**src/design/debug_cmd_map.svh**
```systemverilog
// Purpose: constants of the debug command decoder
// Assumes: included by the break timer and by the command decoder
// Notes:   definitions only
`ifndef DEBUG_CMD_MAP_SVH
`define DEBUG_CMD_MAP_SVH

// ----------------------------------------------------------------
// command bytes
// ----------------------------------------------------------------
`define CMD_RD_REV     8'h00
`define CMD_WR_CNT     8'h01
`define CMD_RD_STAT    8'h02
`define CMD_RD_CNT     8'h03
`define CMD_WR_CTL     8'h04
`define CMD_RD_CTL     8'h05
`define CMD_WR_PC      8'h06
`define CMD_RD_PC      8'h07
`define CMD_WR_REG     8'h08
`define CMD_RD_REG     8'h09
`define CMD_WR_PMEM    8'h0A
`define CMD_RD_PMEM    8'h0B
`define CMD_WR_DMEM    8'h0C
`define CMD_RD_DMEM    8'h0D
`define CMD_RD_CRC     8'h0E
`define CMD_STEP       8'h10
`define CMD_STUFF      8'h11
`define CMD_EXEC       8'h12
`define CMD_RD_BAUD    8'h1B

// ----------------------------------------------------------------
// fields, fills, reset values, timing
// ----------------------------------------------------------------
`define CTL_DBGMODE_BIT 7
`define CTL_RESET       8'h00
`define REV_ID_DEFAULT  16'h0100
`define PERIPH_BASE     12'hF00
`define FILL_BYTE       8'hFF
`define FILL_WORD       16'hFFFF
`define SIZE_ZERO_LEN   9'h100
`define BREAK_CLOCKS    4096

`endif

```
**src/design/debug_cmd_pkg.sv**
```systemverilog
// Purpose: types shared by the debug command decoder
// Assumes: debug_cmd_map.svh holds the numbers
// Notes:   types only
package debug_cmd_pkg;

   typedef enum logic [2:0] {
      S_CMD, S_OPND, S_RESP, S_WDATA, S_RREQ, S_RDATA, S_BREAK
   } dcd_state_e;

   typedef struct packed {
      dcd_state_e  st;
      logic [7:0]  cmd;
      logic [1:0]  opn;
      logic [23:0] opbuf;
      logic [11:0] addr;
      logic [8:0]  left;
      logic [15:0] rsp;
      logic [1:0]  rsp_n;
      logic        rd_more;
      logic        rd_ok;
      logic [7:0]  ctl;
      logic        cnt_load;
      logic [15:0] cnt_data;
      logic        pc_load;
      logic [15:0] pc_data;
      logic        rf_wr;
      logic        rf_rd;
      logic [11:0] rf_addr;
      logic [7:0]  rf_wdata;
      logic        ext_valid;
      logic        ext_allowed;
      logic [7:0]  ext_code;
      logic        brk_start;
   } dcd_s;

endpackage : debug_cmd_pkg

```
**src/design/byte_buffer.sv**
```systemverilog
// Purpose: small ring buffer with valid/ready on both sides
// Assumes: one clock, flush clears all entries
// Notes:   read data come from the storage registers
`timescale 1ns/100ps
module byte_buffer #(
   parameter int WIDTH = 8,
   parameter int DEPTH = 2
) (
   // clock and reset
   input  wire logic             clk,
   input  wire logic             resetn,
   input  wire logic             flush,
   // fill side
   input  wire logic             in_valid,
   output logic                  in_ready,
   input  wire logic [WIDTH-1:0] in_data,
   // drain side
   output logic                  out_valid,
   input  wire logic             out_ready,
   output logic [WIDTH-1:0]      out_data
);
   localparam int AW = (DEPTH > 1) ? $clog2(DEPTH) : 1;

   typedef struct packed {
      logic [DEPTH-1:0][WIDTH-1:0] mem;
      logic [AW-1:0]               wp;
      logic [AW-1:0]               rp;
      logic [AW:0]                 cnt;
   } buf_s;

   buf_s r_r;
   buf_s r_nxt;
   logic push;
   logic pop;

   function automatic logic [AW-1:0] bump(input logic [AW-1:0] p);
      bump = (p == AW'(DEPTH - 1)) ? '0 : p + 1'b1;
   endfunction : bump

   assign in_ready  = (r_r.cnt != (AW+1)'(DEPTH));
   assign out_valid = (r_r.cnt != '0);
   assign out_data  = r_r.mem[r_r.rp];
   assign push      = in_valid & in_ready;
   assign pop       = out_valid & out_ready;

   always_comb begin
      r_nxt = r_r;
      if (push) begin
         r_nxt.mem[r_r.wp] = in_data;
         r_nxt.wp          = bump(r_r.wp);
      end
      if (pop) begin
         r_nxt.rp = bump(r_r.rp);
      end
      r_nxt.cnt = r_r.cnt + (AW+1)'(push) - (AW+1)'(pop);
      if (flush) begin
         r_nxt.wp  = '0;
         r_nxt.rp  = '0;
         r_nxt.cnt = '0;
      end
   end

   always_ff @(posedge clk or negedge resetn) begin
      if (!resetn) begin
         r_r <= '0;
      end else begin
         r_r <= r_nxt;
      end
   end
endmodule : byte_buffer

```
**src/design/break_timer.sv**
```systemverilog
// Purpose: holds the link low for a fixed number of clocks
// Assumes: start is a one-cycle pulse; a new start restarts it
// Notes:   busy is the output enable of the open-drain pin
`timescale 1ns/100ps
`include "debug_cmd_map.svh"
module break_timer #(
   parameter int CYCLES = `BREAK_CLOCKS
) (
   // clock and reset
   input  wire logic clk,
   input  wire logic resetn,
   // control
   input  wire logic start,
   output logic      busy
);
   localparam int CW = $clog2(CYCLES + 1);

   typedef struct packed {
      logic          busy;
      logic [CW-1:0] cnt;
   } brk_s;

   brk_s r_r;
   brk_s r_nxt;

   assign busy = r_r.busy;

   always_comb begin
      r_nxt = r_r;
      if (start) begin
         r_nxt.busy = 1'b1;
         r_nxt.cnt  = CW'(CYCLES - 1);
      end else if (r_r.busy) begin
         if (r_r.cnt == '0) begin
            r_nxt.busy = 1'b0;
         end else begin
            r_nxt.cnt = r_r.cnt - 1'b1;
         end
      end
   end

   always_ff @(posedge clk or negedge resetn) begin
      if (!resetn) begin
         r_r <= '0;
      end else begin
         r_r <= r_nxt;
      end
   end
endmodule : break_timer

```
**src/design/debug_command_decoder.sv**
```systemverilog
// Purpose: command decoder of the debug controller
// Assumes: serial character layer delivers bytes on this clock
// Notes:   responses pass a two-entry buffer toward the link
//
// Notes on behaviour
// - outside debug mode only revision, status, control commands act fully
// - in debug mode all commands run when read protect is clear
// - read protect disables pc, memory, step, stuff, execute commands
// - 0Fh and undefined command bytes are reserved and ignored
// - 00h returns revision major byte then minor byte
// - 01h takes two bytes high first, loads counter only in debug mode
// - 02h returns the status register byte
// - 03h returns inverted counter, high byte first
// - 03h outside debug mode returns FFFFh
// - 04h takes one byte and writes the control register in any mode
// - 05h returns the control register byte
// - 06h takes two bytes, loads pc only in debug without protect
// - 07h returns pc high first, else FFFFh when gated
// - 08h frames address high, address low, size, data; size 0 is 256
// - 08h outside debug mode accepts all bytes but writes nothing
// - with read protect only peripheral register writes happen
// - 09h uses same framing and returns size bytes, 0 meaning 256
// - gated register reads return FFh for every byte
// - after the read operands the data bytes go back to the host
// - link error aborts the command and drives a 4096 clock break
`timescale 1ns/100ps
`include "debug_cmd_map.svh"
module debug_command_decoder
   import debug_cmd_pkg::*;
#(
   parameter logic [15:0] REV_ID     = `REV_ID_DEFAULT, // arbitrary value
   parameter logic [11:0] PERIPH_LO  = `PERIPH_BASE,
   parameter int          BRK_CYCLES = `BREAK_CLOCKS,
   parameter int          BUF_DEPTH  = 2
) (
   // clock and reset
   input  wire logic        clk,
   input  wire logic        resetn,
   // received bytes
   input  wire logic        rx_valid,
   input  wire logic [7:0]  rx_data,
   output logic             rx_ready,
   // response bytes
   output logic             tx_valid,
   output logic [7:0]       tx_data,
   input  wire logic        tx_ready,
   // link errors
   input  wire logic        link_break,
   input  wire logic        framing_error,
   input  wire logic        tx_collision,
   // debug link pin drive
   output logic             debug_link_pin_out,
   output logic             debug_link_pin_oe,
   // debug state
   input  wire logic        read_protect_bit,
   input  wire logic [7:0]  debug_status_register,
   output logic [7:0]       debug_control_register,
   output logic             debug_mode,
   // debug counter
   input  wire logic [15:0] debug_counter,
   output logic             counter_load,
   output logic [15:0]      counter_load_data,
   // program counter
   input  wire logic [15:0] pc_value,
   output logic             pc_load,
   output logic [15:0]      pc_load_data,
   // register file
   output logic             rf_wr,
   output logic             rf_rd,
   output logic [11:0]      rf_addr,
   output logic [7:0]       rf_wdata,
   input  wire logic [7:0]  rf_rdata,
   // other command units
   output logic             ext_cmd_valid,
   output logic             ext_cmd_allowed,
   output logic [7:0]       ext_cmd_code
);
   import debug_cmd_pkg::*;

   // ----------------------------------------------------------------
   // state
   // ----------------------------------------------------------------
   dcd_s r_r;
   dcd_s r_nxt;
   logic link_err;
   logic take;
   logic dbg;
   logic full_ok;
   logic buf_in_ready;
   logic buf_in_valid;
   logic push;
   logic brk_busy;
   logic [23:0] opnd;

   function automatic logic area_ok(input logic d, input logic p,
                                    input logic [11:0] a);
      area_ok = d & (!p | (a >= PERIPH_LO));
   endfunction : area_ok

   function automatic logic [8:0] size_len(input logic [7:0] s);
      size_len = (s == 8'h00) ? `SIZE_ZERO_LEN : {1'b0, s};
   endfunction : size_len

   assign link_err = link_break | framing_error | tx_collision;
   assign dbg      = r_r.ctl[`CTL_DBGMODE_BIT];
   assign full_ok  = dbg & !read_protect_bit;
   assign rx_ready = (r_r.st == S_CMD) | (r_r.st == S_OPND) |
                     (r_r.st == S_WDATA);
   assign take     = rx_valid & rx_ready & !link_err;
   assign buf_in_valid = (r_r.st == S_RESP);
   assign push     = buf_in_valid & buf_in_ready;
   assign opnd     = {r_r.opbuf[15:0], rx_data};

   // ----------------------------------------------------------------
   // outputs
   // ----------------------------------------------------------------
   assign debug_control_register = r_r.ctl;
   assign debug_mode             = dbg;
   assign counter_load           = r_r.cnt_load;
   assign counter_load_data      = r_r.cnt_data;
   assign pc_load                = r_r.pc_load;
   assign pc_load_data           = r_r.pc_data;
   assign rf_wr                  = r_r.rf_wr;
   assign rf_rd                  = r_r.rf_rd;
   assign rf_addr                = r_r.rf_addr;
   assign rf_wdata               = r_r.rf_wdata;
   assign ext_cmd_valid          = r_r.ext_valid;
   assign ext_cmd_allowed        = r_r.ext_allowed;
   assign ext_cmd_code           = r_r.ext_code;
   assign debug_link_pin_out     = 1'b0;
   assign debug_link_pin_oe      = brk_busy;

   // ----------------------------------------------------------------
   // command sequencing
   // ----------------------------------------------------------------
   always_comb begin
      r_nxt = r_r;
      r_nxt.cnt_load  = 1'b0;
      r_nxt.pc_load   = 1'b0;
      r_nxt.rf_wr     = 1'b0;
      r_nxt.rf_rd     = 1'b0;
      r_nxt.ext_valid = 1'b0;
      r_nxt.brk_start = 1'b0;
      unique case (r_r.st)
         S_CMD: begin
            if (take) begin
               r_nxt.cmd   = rx_data;
               r_nxt.opbuf = '0;
               case (rx_data)
                  `CMD_RD_REV: begin
                     r_nxt.rsp   = REV_ID;
                     r_nxt.rsp_n = 2'd2;
                     r_nxt.st    = S_RESP;
                  end
                  `CMD_RD_STAT: begin
                     r_nxt.rsp   = {debug_status_register, 8'h00};
                     r_nxt.rsp_n = 2'd1;
                     r_nxt.st    = S_RESP;
                  end
                  `CMD_RD_CNT: begin
                     r_nxt.rsp   = dbg ? ~debug_counter
                                       : `FILL_WORD;
                     r_nxt.rsp_n = 2'd2;
                     r_nxt.st    = S_RESP;
                  end
                  `CMD_RD_CTL: begin
                     r_nxt.rsp   = {r_r.ctl, 8'h00};
                     r_nxt.rsp_n = 2'd1;
                     r_nxt.st    = S_RESP;
                  end
                  `CMD_RD_PC: begin
                     r_nxt.rsp   = full_ok ? pc_value
                                           : `FILL_WORD;
                     r_nxt.rsp_n = 2'd2;
                     r_nxt.st    = S_RESP;
                  end
                  `CMD_WR_CNT, `CMD_WR_PC: begin
                     r_nxt.opn = 2'd2;
                     r_nxt.st  = S_OPND;
                  end
                  `CMD_WR_CTL: begin
                     r_nxt.opn = 2'd1;
                     r_nxt.st  = S_OPND;
                  end
                  `CMD_WR_REG, `CMD_RD_REG: begin
                     r_nxt.opn = 2'd3;
                     r_nxt.st  = S_OPND;
                  end
                  `CMD_RD_CRC, `CMD_RD_BAUD: begin
                     r_nxt.ext_valid   = 1'b1;
                     r_nxt.ext_allowed = dbg;
                     r_nxt.ext_code    = rx_data;
                  end
                  `CMD_WR_PMEM, `CMD_RD_PMEM, `CMD_WR_DMEM, `CMD_RD_DMEM,
                  `CMD_STEP, `CMD_STUFF, `CMD_EXEC: begin
                     r_nxt.ext_valid   = 1'b1;
                     r_nxt.ext_allowed = full_ok;
                     r_nxt.ext_code    = rx_data;
                  end
                  default: begin
                     r_nxt.st = S_CMD;
                  end
               endcase
            end
         end
         S_OPND: begin
            if (take) begin
               r_nxt.opbuf = opnd;
               r_nxt.opn   = r_r.opn - 2'd1;
               if (r_r.opn == 2'd1) begin
                  r_nxt.st = S_CMD;
                  unique case (r_r.cmd)
                     `CMD_WR_CNT: begin
                        r_nxt.cnt_load = dbg;
                        r_nxt.cnt_data = opnd[15:0];
                     end
                     `CMD_WR_CTL: begin
                        r_nxt.ctl = rx_data;
                     end
                     `CMD_WR_PC: begin
                        r_nxt.pc_load = full_ok;
                        r_nxt.pc_data = opnd[15:0];
                     end
                     default: begin
                        r_nxt.addr = {opnd[19:16], opnd[15:8]};
                        r_nxt.left = size_len(opnd[7:0]);
                        r_nxt.st   = (r_r.cmd == `CMD_WR_REG) ? S_WDATA
                                                              : S_RREQ;
                     end
                  endcase
               end
            end
         end
         S_WDATA: begin
            if (take) begin
               r_nxt.rf_wr    = area_ok(dbg, read_protect_bit,
                                        r_r.addr);
               r_nxt.rf_addr  = r_r.addr;
               r_nxt.rf_wdata = rx_data;
               r_nxt.addr     = r_r.addr + 12'h001;
               r_nxt.left     = r_r.left - 9'h001;
               if (r_r.left == 9'h001) begin
                  r_nxt.st = S_CMD;
               end
            end
         end
         S_RREQ: begin
            r_nxt.rd_ok   = area_ok(dbg, read_protect_bit, r_r.addr);
            r_nxt.rf_rd   = r_nxt.rd_ok;
            r_nxt.rf_addr = r_r.addr;
            r_nxt.st      = S_RDATA;
         end
         S_RDATA: begin
            r_nxt.rsp     = {r_r.rd_ok ? rf_rdata : `FILL_BYTE,
                             8'h00};
            r_nxt.rsp_n   = 2'd1;
            r_nxt.addr    = r_r.addr + 12'h001;
            r_nxt.left    = r_r.left - 9'h001;
            r_nxt.rd_more = (r_r.left != 9'h001);
            r_nxt.st      = S_RESP;
         end
         S_RESP: begin
            if (push) begin
               r_nxt.rsp   = {r_r.rsp[7:0], 8'h00};
               r_nxt.rsp_n = r_r.rsp_n - 2'd1;
               if (r_r.rsp_n == 2'd1) begin
                  r_nxt.st      = r_r.rd_more ? S_RREQ : S_CMD;
                  r_nxt.rd_more = 1'b0;
               end
            end
         end
         S_BREAK: begin
            if (!brk_busy && !r_r.brk_start) begin
               r_nxt.st = S_CMD;
            end
         end
      endcase
      if (link_err) begin
         r_nxt.st        = S_BREAK;
         r_nxt.brk_start = 1'b1;
         r_nxt.rd_more   = 1'b0;
         r_nxt.rsp_n     = 2'd0;
         r_nxt.rf_rd     = 1'b0;
      end
   end

   always_ff @(posedge clk or negedge resetn) begin
      if (!resetn) begin
         r_r     <= '0;
         r_r.ctl <= `CTL_RESET;
         r_r.st  <= S_CMD;
      end else begin
         r_r <= r_nxt;
      end
   end

   // ----------------------------------------------------------------
   // response buffer and break drive
   // ----------------------------------------------------------------
   byte_buffer #(
      .WIDTH (8),
      .DEPTH (BUF_DEPTH)
   ) u_rsp_buf (
      .clk       (clk),
      .resetn    (resetn),
      .flush     (r_r.brk_start),
      .in_valid  (buf_in_valid),
      .in_ready  (buf_in_ready),
      .in_data   (r_r.rsp[15:8]),
      .out_valid (tx_valid),
      .out_ready (tx_ready),
      .out_data  (tx_data)
   );

   break_timer #(
      .CYCLES (BRK_CYCLES)
   ) u_brk (
      .clk    (clk),
      .resetn (resetn),
      .start  (r_r.brk_start),
      .busy   (brk_busy)
   );
endmodule : debug_command_decoder

```
**config.mk**
```make
export PLATFORM = sky130hd
export DESIGN_NAME = debug_command_decoder
export DESIGN_NICKNAME = d
export VERILOG_FILES = /design/src/design/debug_cmd_pkg.sv /design/src/design/byte_buffer.sv /design/src/design/break_timer.sv /design/src/design/debug_command_decoder.sv
export VERILOG_INCLUDE_DIRS = /design/src /design/src/design
export SDC_FILE = /design/constraint.sdc
export NUM_CORES = 1
export LEC_CHECK = 0
export ABC_AREA = 1
export BUFFER_PORTS_ARGS = -buffer_cell sky130_fd_sc_hd__buf_2
export CORE_ASPECT_RATIO = 1.5
export CORE_MARGIN = 4
export CORE_UTILIZATION = 40
export CTS_CLUSTER_DIAMETER = 120
export DETAILED_ROUTE_END_ITERATION = 6
export HOLD_SLACK_MARGIN = 0.02
export PLACE_DENSITY = 0.6
export SYNTH_ARGS = -nofsm -noshare
export SYNTH_HDL_FRONTEND = slang
export SYNTH_SLANG_ARGS = --single-unit
```
**constraint.sdc**
```tcl
create_clock -name clk -period 2.1 [get_ports clk]
set_input_delay 0.315 -clock clk [delete_from_list [all_inputs] [get_ports clk]]
set_output_delay 0.315 -clock clk [all_outputs]
set_load 0.02 [all_outputs]
```
==> results of run 1 <==
cell usage after synthesis, drive strengths merged, types with 2 or more instances:
library cell	instances
clkbuf	11
nand4	12
o22ai	14
buf	96
inv	119
dfrtp	175
nand2	381
nor3	11
a31oi	3
o21a	5
a21oi	47
o21ai	154
xnor2	5
nand3	67
xor2	5
nand3b	2
clkinv	3
a22oi	2
nor2	124
ha	9
cells by family after synthesis:
family / share of synthesized area (%)
compound gates: 13.0
flops: 46.1
xor+xnor: 0.921
other cells: 0.0395
buf+inv: 12.4
simple gates: 26.4
fa+ha+maj: 1.18
final timing paths:
path	endpoint	slack, ns	cells past startpoint
min in group asynchronous	u_brk.r_r[4]$_DFFE_PN0P_	0.39	2
setup reg to reg	ext_cmd_code[0]$_DFFE_PN0P_	0.17	8
max in group asynchronous	r_r[152]$_DFFE_PN0P_	1.03	3
hold reg to reg	ext_cmd_code[7]$_DFFE_PN0P_	0.46	2
hold / removal	u_rsp_buf.r_r[2]$_DFFE_PN0P_	0.18	3
setup / recovery	ext_cmd_code[0]$_DFFE_PN0P_	0.17	8
where the power goes:
group,total (mW),switching [mW],internal [mW]
Sequential,4.04,0.294,3.74
Combinational,1.55,1.01,0.533
Clock,2.98,1.36,1.62
Total,8.56,2.66,5.90
per-layer routing:
layer  part of all wire, %  up-vias  track usage [%]
li1                      -     4156                -
met1                    41     3908             24.1
met2                    53      178             38.4
met3                   3.7       33             3.50
met4                   2.0        0             5.87
met5                     0        -                0
metrics by stage:
| step | area (sq um) | setup slack, ns |
|---|---|---|
| global placement | 10400 | 0.125 |
| global route | 10900 | 0.0290 |
| floorplan | 9510 | 0.409 |
| CTS | 10900 | 0.133 |
| detailed placement | 10400 | 0.115 |
| finish | 10900 | 0.172 |
worst max-delay path: stages, from the launching register on:
cell     delay (ns)
dfrtp_1        0.49
nor2_1         0.20
nand2_1        0.16
nor2_2         0.18
inv_1          0.10
nor3_2         0.29
buf_4          0.23
nand2_1        0.06
o21a_1         0.11
registers in the layout (all words and copies together), names as in the netlist:
register                flops
opnd                       12
pc_load                     1
u_rsp_buf.r_r              20
counter_load                1
rf_wr                       1
rf_wdata                    8
r_r                        55
u_brk.r_r                  13
counter_load_data          16
ext_cmd_code                8
pc_load_data               16
rf_rd                       1
rf_addr                    12
debug_control_register      8
ext_cmd_valid               1
ext_cmd_allowed             1
u_brk.busy                  1
final cells by class:
class | count | share of cell area, %
inverters | 122 | 4.22
repair buffers | 196 | 10.8
well taps | 315 | 3.61
multi-input cells | 849 | 36.2
flip-flops and latches | 175 | 40.1
clock buffers | 22 | 4.34
clock inverters | 10 | 0.711
timing repair:
action                                  in CTS  in global routing
gates resized for setup                      0                  1
hold buffers                                 1                  0
buffers inserted                             0                  0
endpoints found under the hold margin       49                  0
endpoints found under the setup margin       0                  4
==> results.sh, run 1 <==
export IMPL_ir_drop_v=0.000561
export IMPL_rsz0062_at_grt="no"
export IMPL_tightest_slew_ns=0.544
export IMPL_cap_viol_max_count=0
export IMPL_fin_setup_tns_ns=0
export IMPL_async_reset_ff_share_pct=100
export IMPL_post_route_cells_drive_above_1_share_pct=19.7
export IMPL_clock_path_buffers=2
export IMPL_io_pins=151
export IMPL_slew_viol_final=0
export IMPL_hold_viol_final=0
export IMPL_dr_pass1_iters=5
export IMPL_final_common_cell="nand2_1"
export IMPL_die_area_sq_mm=0.0263
export IMPL_synth_area_per_cell_sq_um=7.59
export IMPL_yosysWarnings=0
export IMPL_die_y_um=197
export IMPL_routedWlPerCell_um=15.8
export IMPL_syn_nets=1326
export IMPL_power_total_mw=8.56
export IMPL_core_sq_mm=0.0232
export IMPL_ys_seq_area_share_pct=46.1
export IMPL_cts_buffers=17
export IMPL_cts_tree="built"
export IMPL_grt_pass1_wl_mm=42.9
export IMPL_dp_cells=1656
export IMPL_seq_area_sq_mm=0.00438
export IMPL_arrival_ns=2.25
export IMPL_grt_overflow_total=0
export IMPL_placementRows=68
export IMPL_htreeDepth=4
export IMPL_status="finished, final reports clean"
export IMPL_gp_congestion=0.910
export IMPL_worstSetupStartpoint="r_r[150]$_DFFE_PN0P_"
export IMPL_fmax_mhz=519
export IMPL_yosysUniqueCellTypes=44
export IMPL_n_antenna_cell=0
export IMPL_stdcell_count=1689
export IMPL_antenna_found_initial=0
export IMPL_viasPerCell=4.90
export IMPL_track_usage_pct=20.6
export IMPL_drt_wl_total_mm=26.6
export IMPL_synth_cells=1253
export IMPL_required_ns=2.42
export IMPL_place_hpwl_mm=20.3
export IMPL_grt_pass1_vias=8130
export IMPL_root_buffer="clkbuf_16"
export IMPL_fin_crit_sh_pct=91.8
export IMPL_layout_common_cells="nand2_1, dfrtp_1, buf_2"
export IMPL_start_util_pct=40.9
export IMPL_area_growth_pct=14.8
export IMPL_portBuffers=149
export IMPL_cp_max_fo=11
export IMPL_clk_latency_ns=0.43
export IMPL_end_kind="flop"
export IMPL_post_route_util_pct=47.0
export IMPL_synth_top_flop_cell="dfrtp_1"
export IMPL_drc=0
export IMPL_post_synth_top_area_cell="dfrtp_1"
export IMPL_clk_pin_slew_ns=0.07
export IMPL_whs_ns=0.178
export IMPL_drt_initial_drc_count=394
export IMPL_vias=8275
export IMPL_fin_skew_ns=0.0122
export IMPL_synth_seq_cells=175
export IMPL_synth_top_cell_area_share_pct=46.1
export IMPL_worstReg2RegStart="r_r[150]$_DFFE_PN0P_"
export IMPL_final_antenna_net_count=0
export IMPL_p_leak_nw=5.67
export IMPL_crit_type="reg2reg"
export IMPL_fin_crit_ns=1.93
export IMPL_grt_max_degree=53
export IMPL_n_fill_cell=2347
export IMPL_multi_input_area_sq_mm=0.00395
export IMPL_hold_class="in2reg"
export IMPL_slew_headroom_pct=63.7
export IMPL_cellPowerDensity_mw_per_mm2=784
export IMPL_holdCritStartpoint="tx_ready"
export IMPL_setup_viol=0
export IMPL_clkSinkCount=175
export IMPL_synth_area_sq_mm=0.00951
export IMPL_ys_top_cells_by_area="dfrtp_1, nand2_1, buf_4, o21ai_0, nor2_1"
export IMPL_nets=1434
export IMPL_synth_edf_count=0
export IMPL_die_x_um=134
export IMPL_start_kind="flop"
Power figures use the tool's default switching activity.
==> run 2: changes to the inputs <==
Settings changed: SYNTH_HIERARCHICAL set to 1.
==> results.sh, run 2 <==
export IMPL_status="finished with violations"
export IMPL_violations="DRC"
export IMPL_tightest_slew_ns=0.679
export IMPL_grt_pass1_wl_mm=43.2
export IMPL_top_register="r_r"
export IMPL_dr_pass1_iters=7
export IMPL_r2r_cells=11
export IMPL_async_reset_ff_share_pct=100
export IMPL_placementRows=69
export IMPL_dpl_cell_area_sq_mm=0.0105
export IMPL_worstSetupStartpoint="r_r[152]$_DFFE_PN0P_"
export IMPL_place_worst_setup_slack_ns=0.0987
export IMPL_vias=8408
export IMPL_fin_crit_sh_pct=90.7
export IMPL_drt_initial_drc_count=602
export IMPL_cts_tree="built"
export IMPL_cp_max_fo=33
export IMPL_syn_nets=1360
export IMPL_gp_congestion=0.886
export IMPL_track_usage_pct=20.5
export IMPL_setup_slack_ns=0.194
export IMPL_p_leak_nw=5.85
export IMPL_synth_top_flop_cell="dfrtp_1"
export IMPL_clk_latency_ns=0.45
export IMPL_nets=1453
export IMPL_grt_overflow_total=0
export IMPL_synth_common_cells="nand2_1, dfrtp_1, nor2_1"
export IMPL_ys_top_cells_by_area="dfrtp_1, nand2_1, buf_4, nor2_1, nand3_1"
export IMPL_power_switching_mw=2.75
export IMPL_critPathCapture="pc_load_data[15]$_DFFE_PN0P_"
export IMPL_final_antenna_net_count=0
export IMPL_root_buffer="clkbuf_16"
export IMPL_yosysUniqueCellTypes=40
export IMPL_hold_viol_final=0
export IMPL_fmax_mhz=525
export IMPL_fin_skew_ns=0.0134
export IMPL_crit_type="reg2reg"
export IMPL_ir_drop_v=0.000538
export IMPL_htreeDepth=4
export IMPL_cap_viol_max_count=0
export IMPL_die_x_um=136
export IMPL_synth_cells=1288
export IMPL_synth_top_cell_area_share_pct=44.8
export IMPL_p_sw_share_pct=32.5
export IMPL_postCtsSetupRepairBufs=0
export IMPL_reg_largest_list="r_r x55, u_rsp_buf/r_r x20"
export IMPL_reg2reg_to="pc_load_data[15]$_DFFE_PN0P_"
export IMPL_clock_path_buffers=2
export IMPL_drt_wl_total_mm=26.7
export IMPL_grt_max_degree=55
export IMPL_grt_pass1_vias=8167
export IMPL_area_growth_pct=13.6
export IMPL_viasPerCell=4.91
export IMPL_post_route_cells_drive_above_1_share_pct=20.7
export IMPL_clk_pin_slew_ns=0.07
export IMPL_io_pins=151
export IMPL_largest_reg_flops=55
export IMPL_drc=2
export IMPL_fin_crit_ns=1.91
export IMPL_core_sq_mm=0.0239
export IMPL_yosysWarnings=6
export IMPL_cell_internal_pwr_mw=5.71
export IMPL_slew_viol_final=0
export IMPL_ys_seq_area_share_pct=44.8
export IMPL_whs_ns=0.140
export IMPL_synth_edf_count=0
export IMPL_end_kind="flop"
export IMPL_dp_cells=1679
export IMPL_pwr_share_comb_pct=16.6
export IMPL_power_total_mw=8.46
export IMPL_arrival_ns=2.22
export IMPL_finalInstanceArea_sq_mm=0.0111
export IMPL_post_synth_top_area_cell="dfrtp_1"
export IMPL_stdcell_count=1713
export IMPL_place_hpwl_mm=19.9
export IMPL_fin_setup_tns_ns=0
export IMPL_required_ns=2.42
export IMPL_hold_class="in2reg"
export IMPL_start_util_pct=40.9
export IMPL_power_frac_seq_pct=45.7
export IMPL_p_clk_share_pct=37.7
export IMPL_synth_seq_cells=175
export IMPL_portBuffers=149
export IMPL_synth_area_per_cell_sq_um=7.59
export IMPL_antenna_found_initial=0
export IMPL_setup_viol=0
export IMPL_final_common_cell="nand2_1"
export IMPL_post_route_util_pct=46.4
export IMPL_slew_headroom_pct=54.7
export IMPL_start_kind="flop"
export IMPL_die_y_um=199
export IMPL_clkSinkCount=175
export IMPL_routedWlPerCell_um=15.6
export IMPL_cts_buffers=17
export IMPL_cellPowerDensity_mw_per_mm2=762
export IMPL_worstReg2RegStart="r_r[152]$_DFFE_PN0P_"
export IMPL_reg2reg_slack_ns=0.19
export IMPL_synth_most_common_cell="nand2_1"
export IMPL_n_antenna_cell=0
export IMPL_layout_common_cells="nand2_1, dfrtp_1, buf_2"
export IMPL_synth_area_sq_mm=0.00977
export IMPL_rsz0062_at_grt="no"
export IMPL_die_area_sq_mm=0.0270
-- run 2: cell families (layout without fill, tap and decap cells) --
logic type	after synthesis	in the layout	synth area share (%)
and+or+nand+nor	700	701	31.2
buffers and inverters	222	327	12.4
AOI/OAI and AO/OA	177	177	10.1
DFF	175	175	44.8
adders and majority gates	8	8	1.02
xor gates and xnor gates	5	5	0.448
other	1	1	0.0384
-- run 2: cell type report --
class	count	area, sq um
sequential	175	4380
fill	2505	12800
timing repair buffer	189	1100
inverter	106	399
clock inverter	14	165
multi-input combinational	892	4220
tap	319	399
clock buffer	18	429
-- run 2: worst min-delay path by stage --
stage | startpoint | to | slack [ns] | depth (start not counted)
2_1_floorplan | resetn | counter_load$_DFF_PN0_ | 0.02 | 0
3_3_place_gp | resetn | u_brk/r_r[2]$_DFFE_PN0P_ | 0.34 | 1
3_5_place_dp | resetn | u_brk/r_r[1]$_DFFE_PN0P_ | 0.33 | 1
4_1_cts | tx_ready | u_rsp_buf/r_r[2]$_DFFE_PN0P_ | 0.12 | 3
5_1_grt | tx_ready | u_rsp_buf/r_r[2]$_DFFE_PN0P_ | 0.15 | 3
6_report | tx_ready | u_rsp_buf/r_r[2]$_DFFE_PN0P_ | 0.14 | 3
-- run 2: layer usage --
layer	global-route usage (%)	vias up	wire, um
met5	0	-	0
met4	7.36	0	738
met3	3.53	38	1050
met2	36.6	177	14000
met1	24.9	3932	11000
li1	-	4261	-
-- run 2: worst max-delay path: stages, from the launching register on --
cell,delay (ns)
dfrtp_1,0.45
inv_2,0.13
nand2_2,0.09
nor2_4,0.16
nand2_4,0.14
clkinv_2,0.14
nand2_4,0.06
nor2_4,0.14
nand2_2,0.06
buf_4,0.23
nand2_1,0.09
o21ai_1,0.07
-- run 2: power by group through the flow --
stage	combinational (mW)	clock, mW	sequential, mW
after floorplan	1.09	0	3.86
after global placement	1.40	0	3.92
after detailed placement	1.41	0	3.93
after CTS	1.42	3.26	3.86
after global routing	1.61	3.40	3.91
final	1.41	3.19	3.86
-- run 2: repair_timing --
| action | 4_1_cts | 5_1_grt |
|---|---|---|
| hold buffers | 1 | 0 |
| endpoints found under the hold margin | 48 | 0 |
| gates resized for setup | 0 | 6 |
| endpoints found under the setup margin | 0 | 25 |
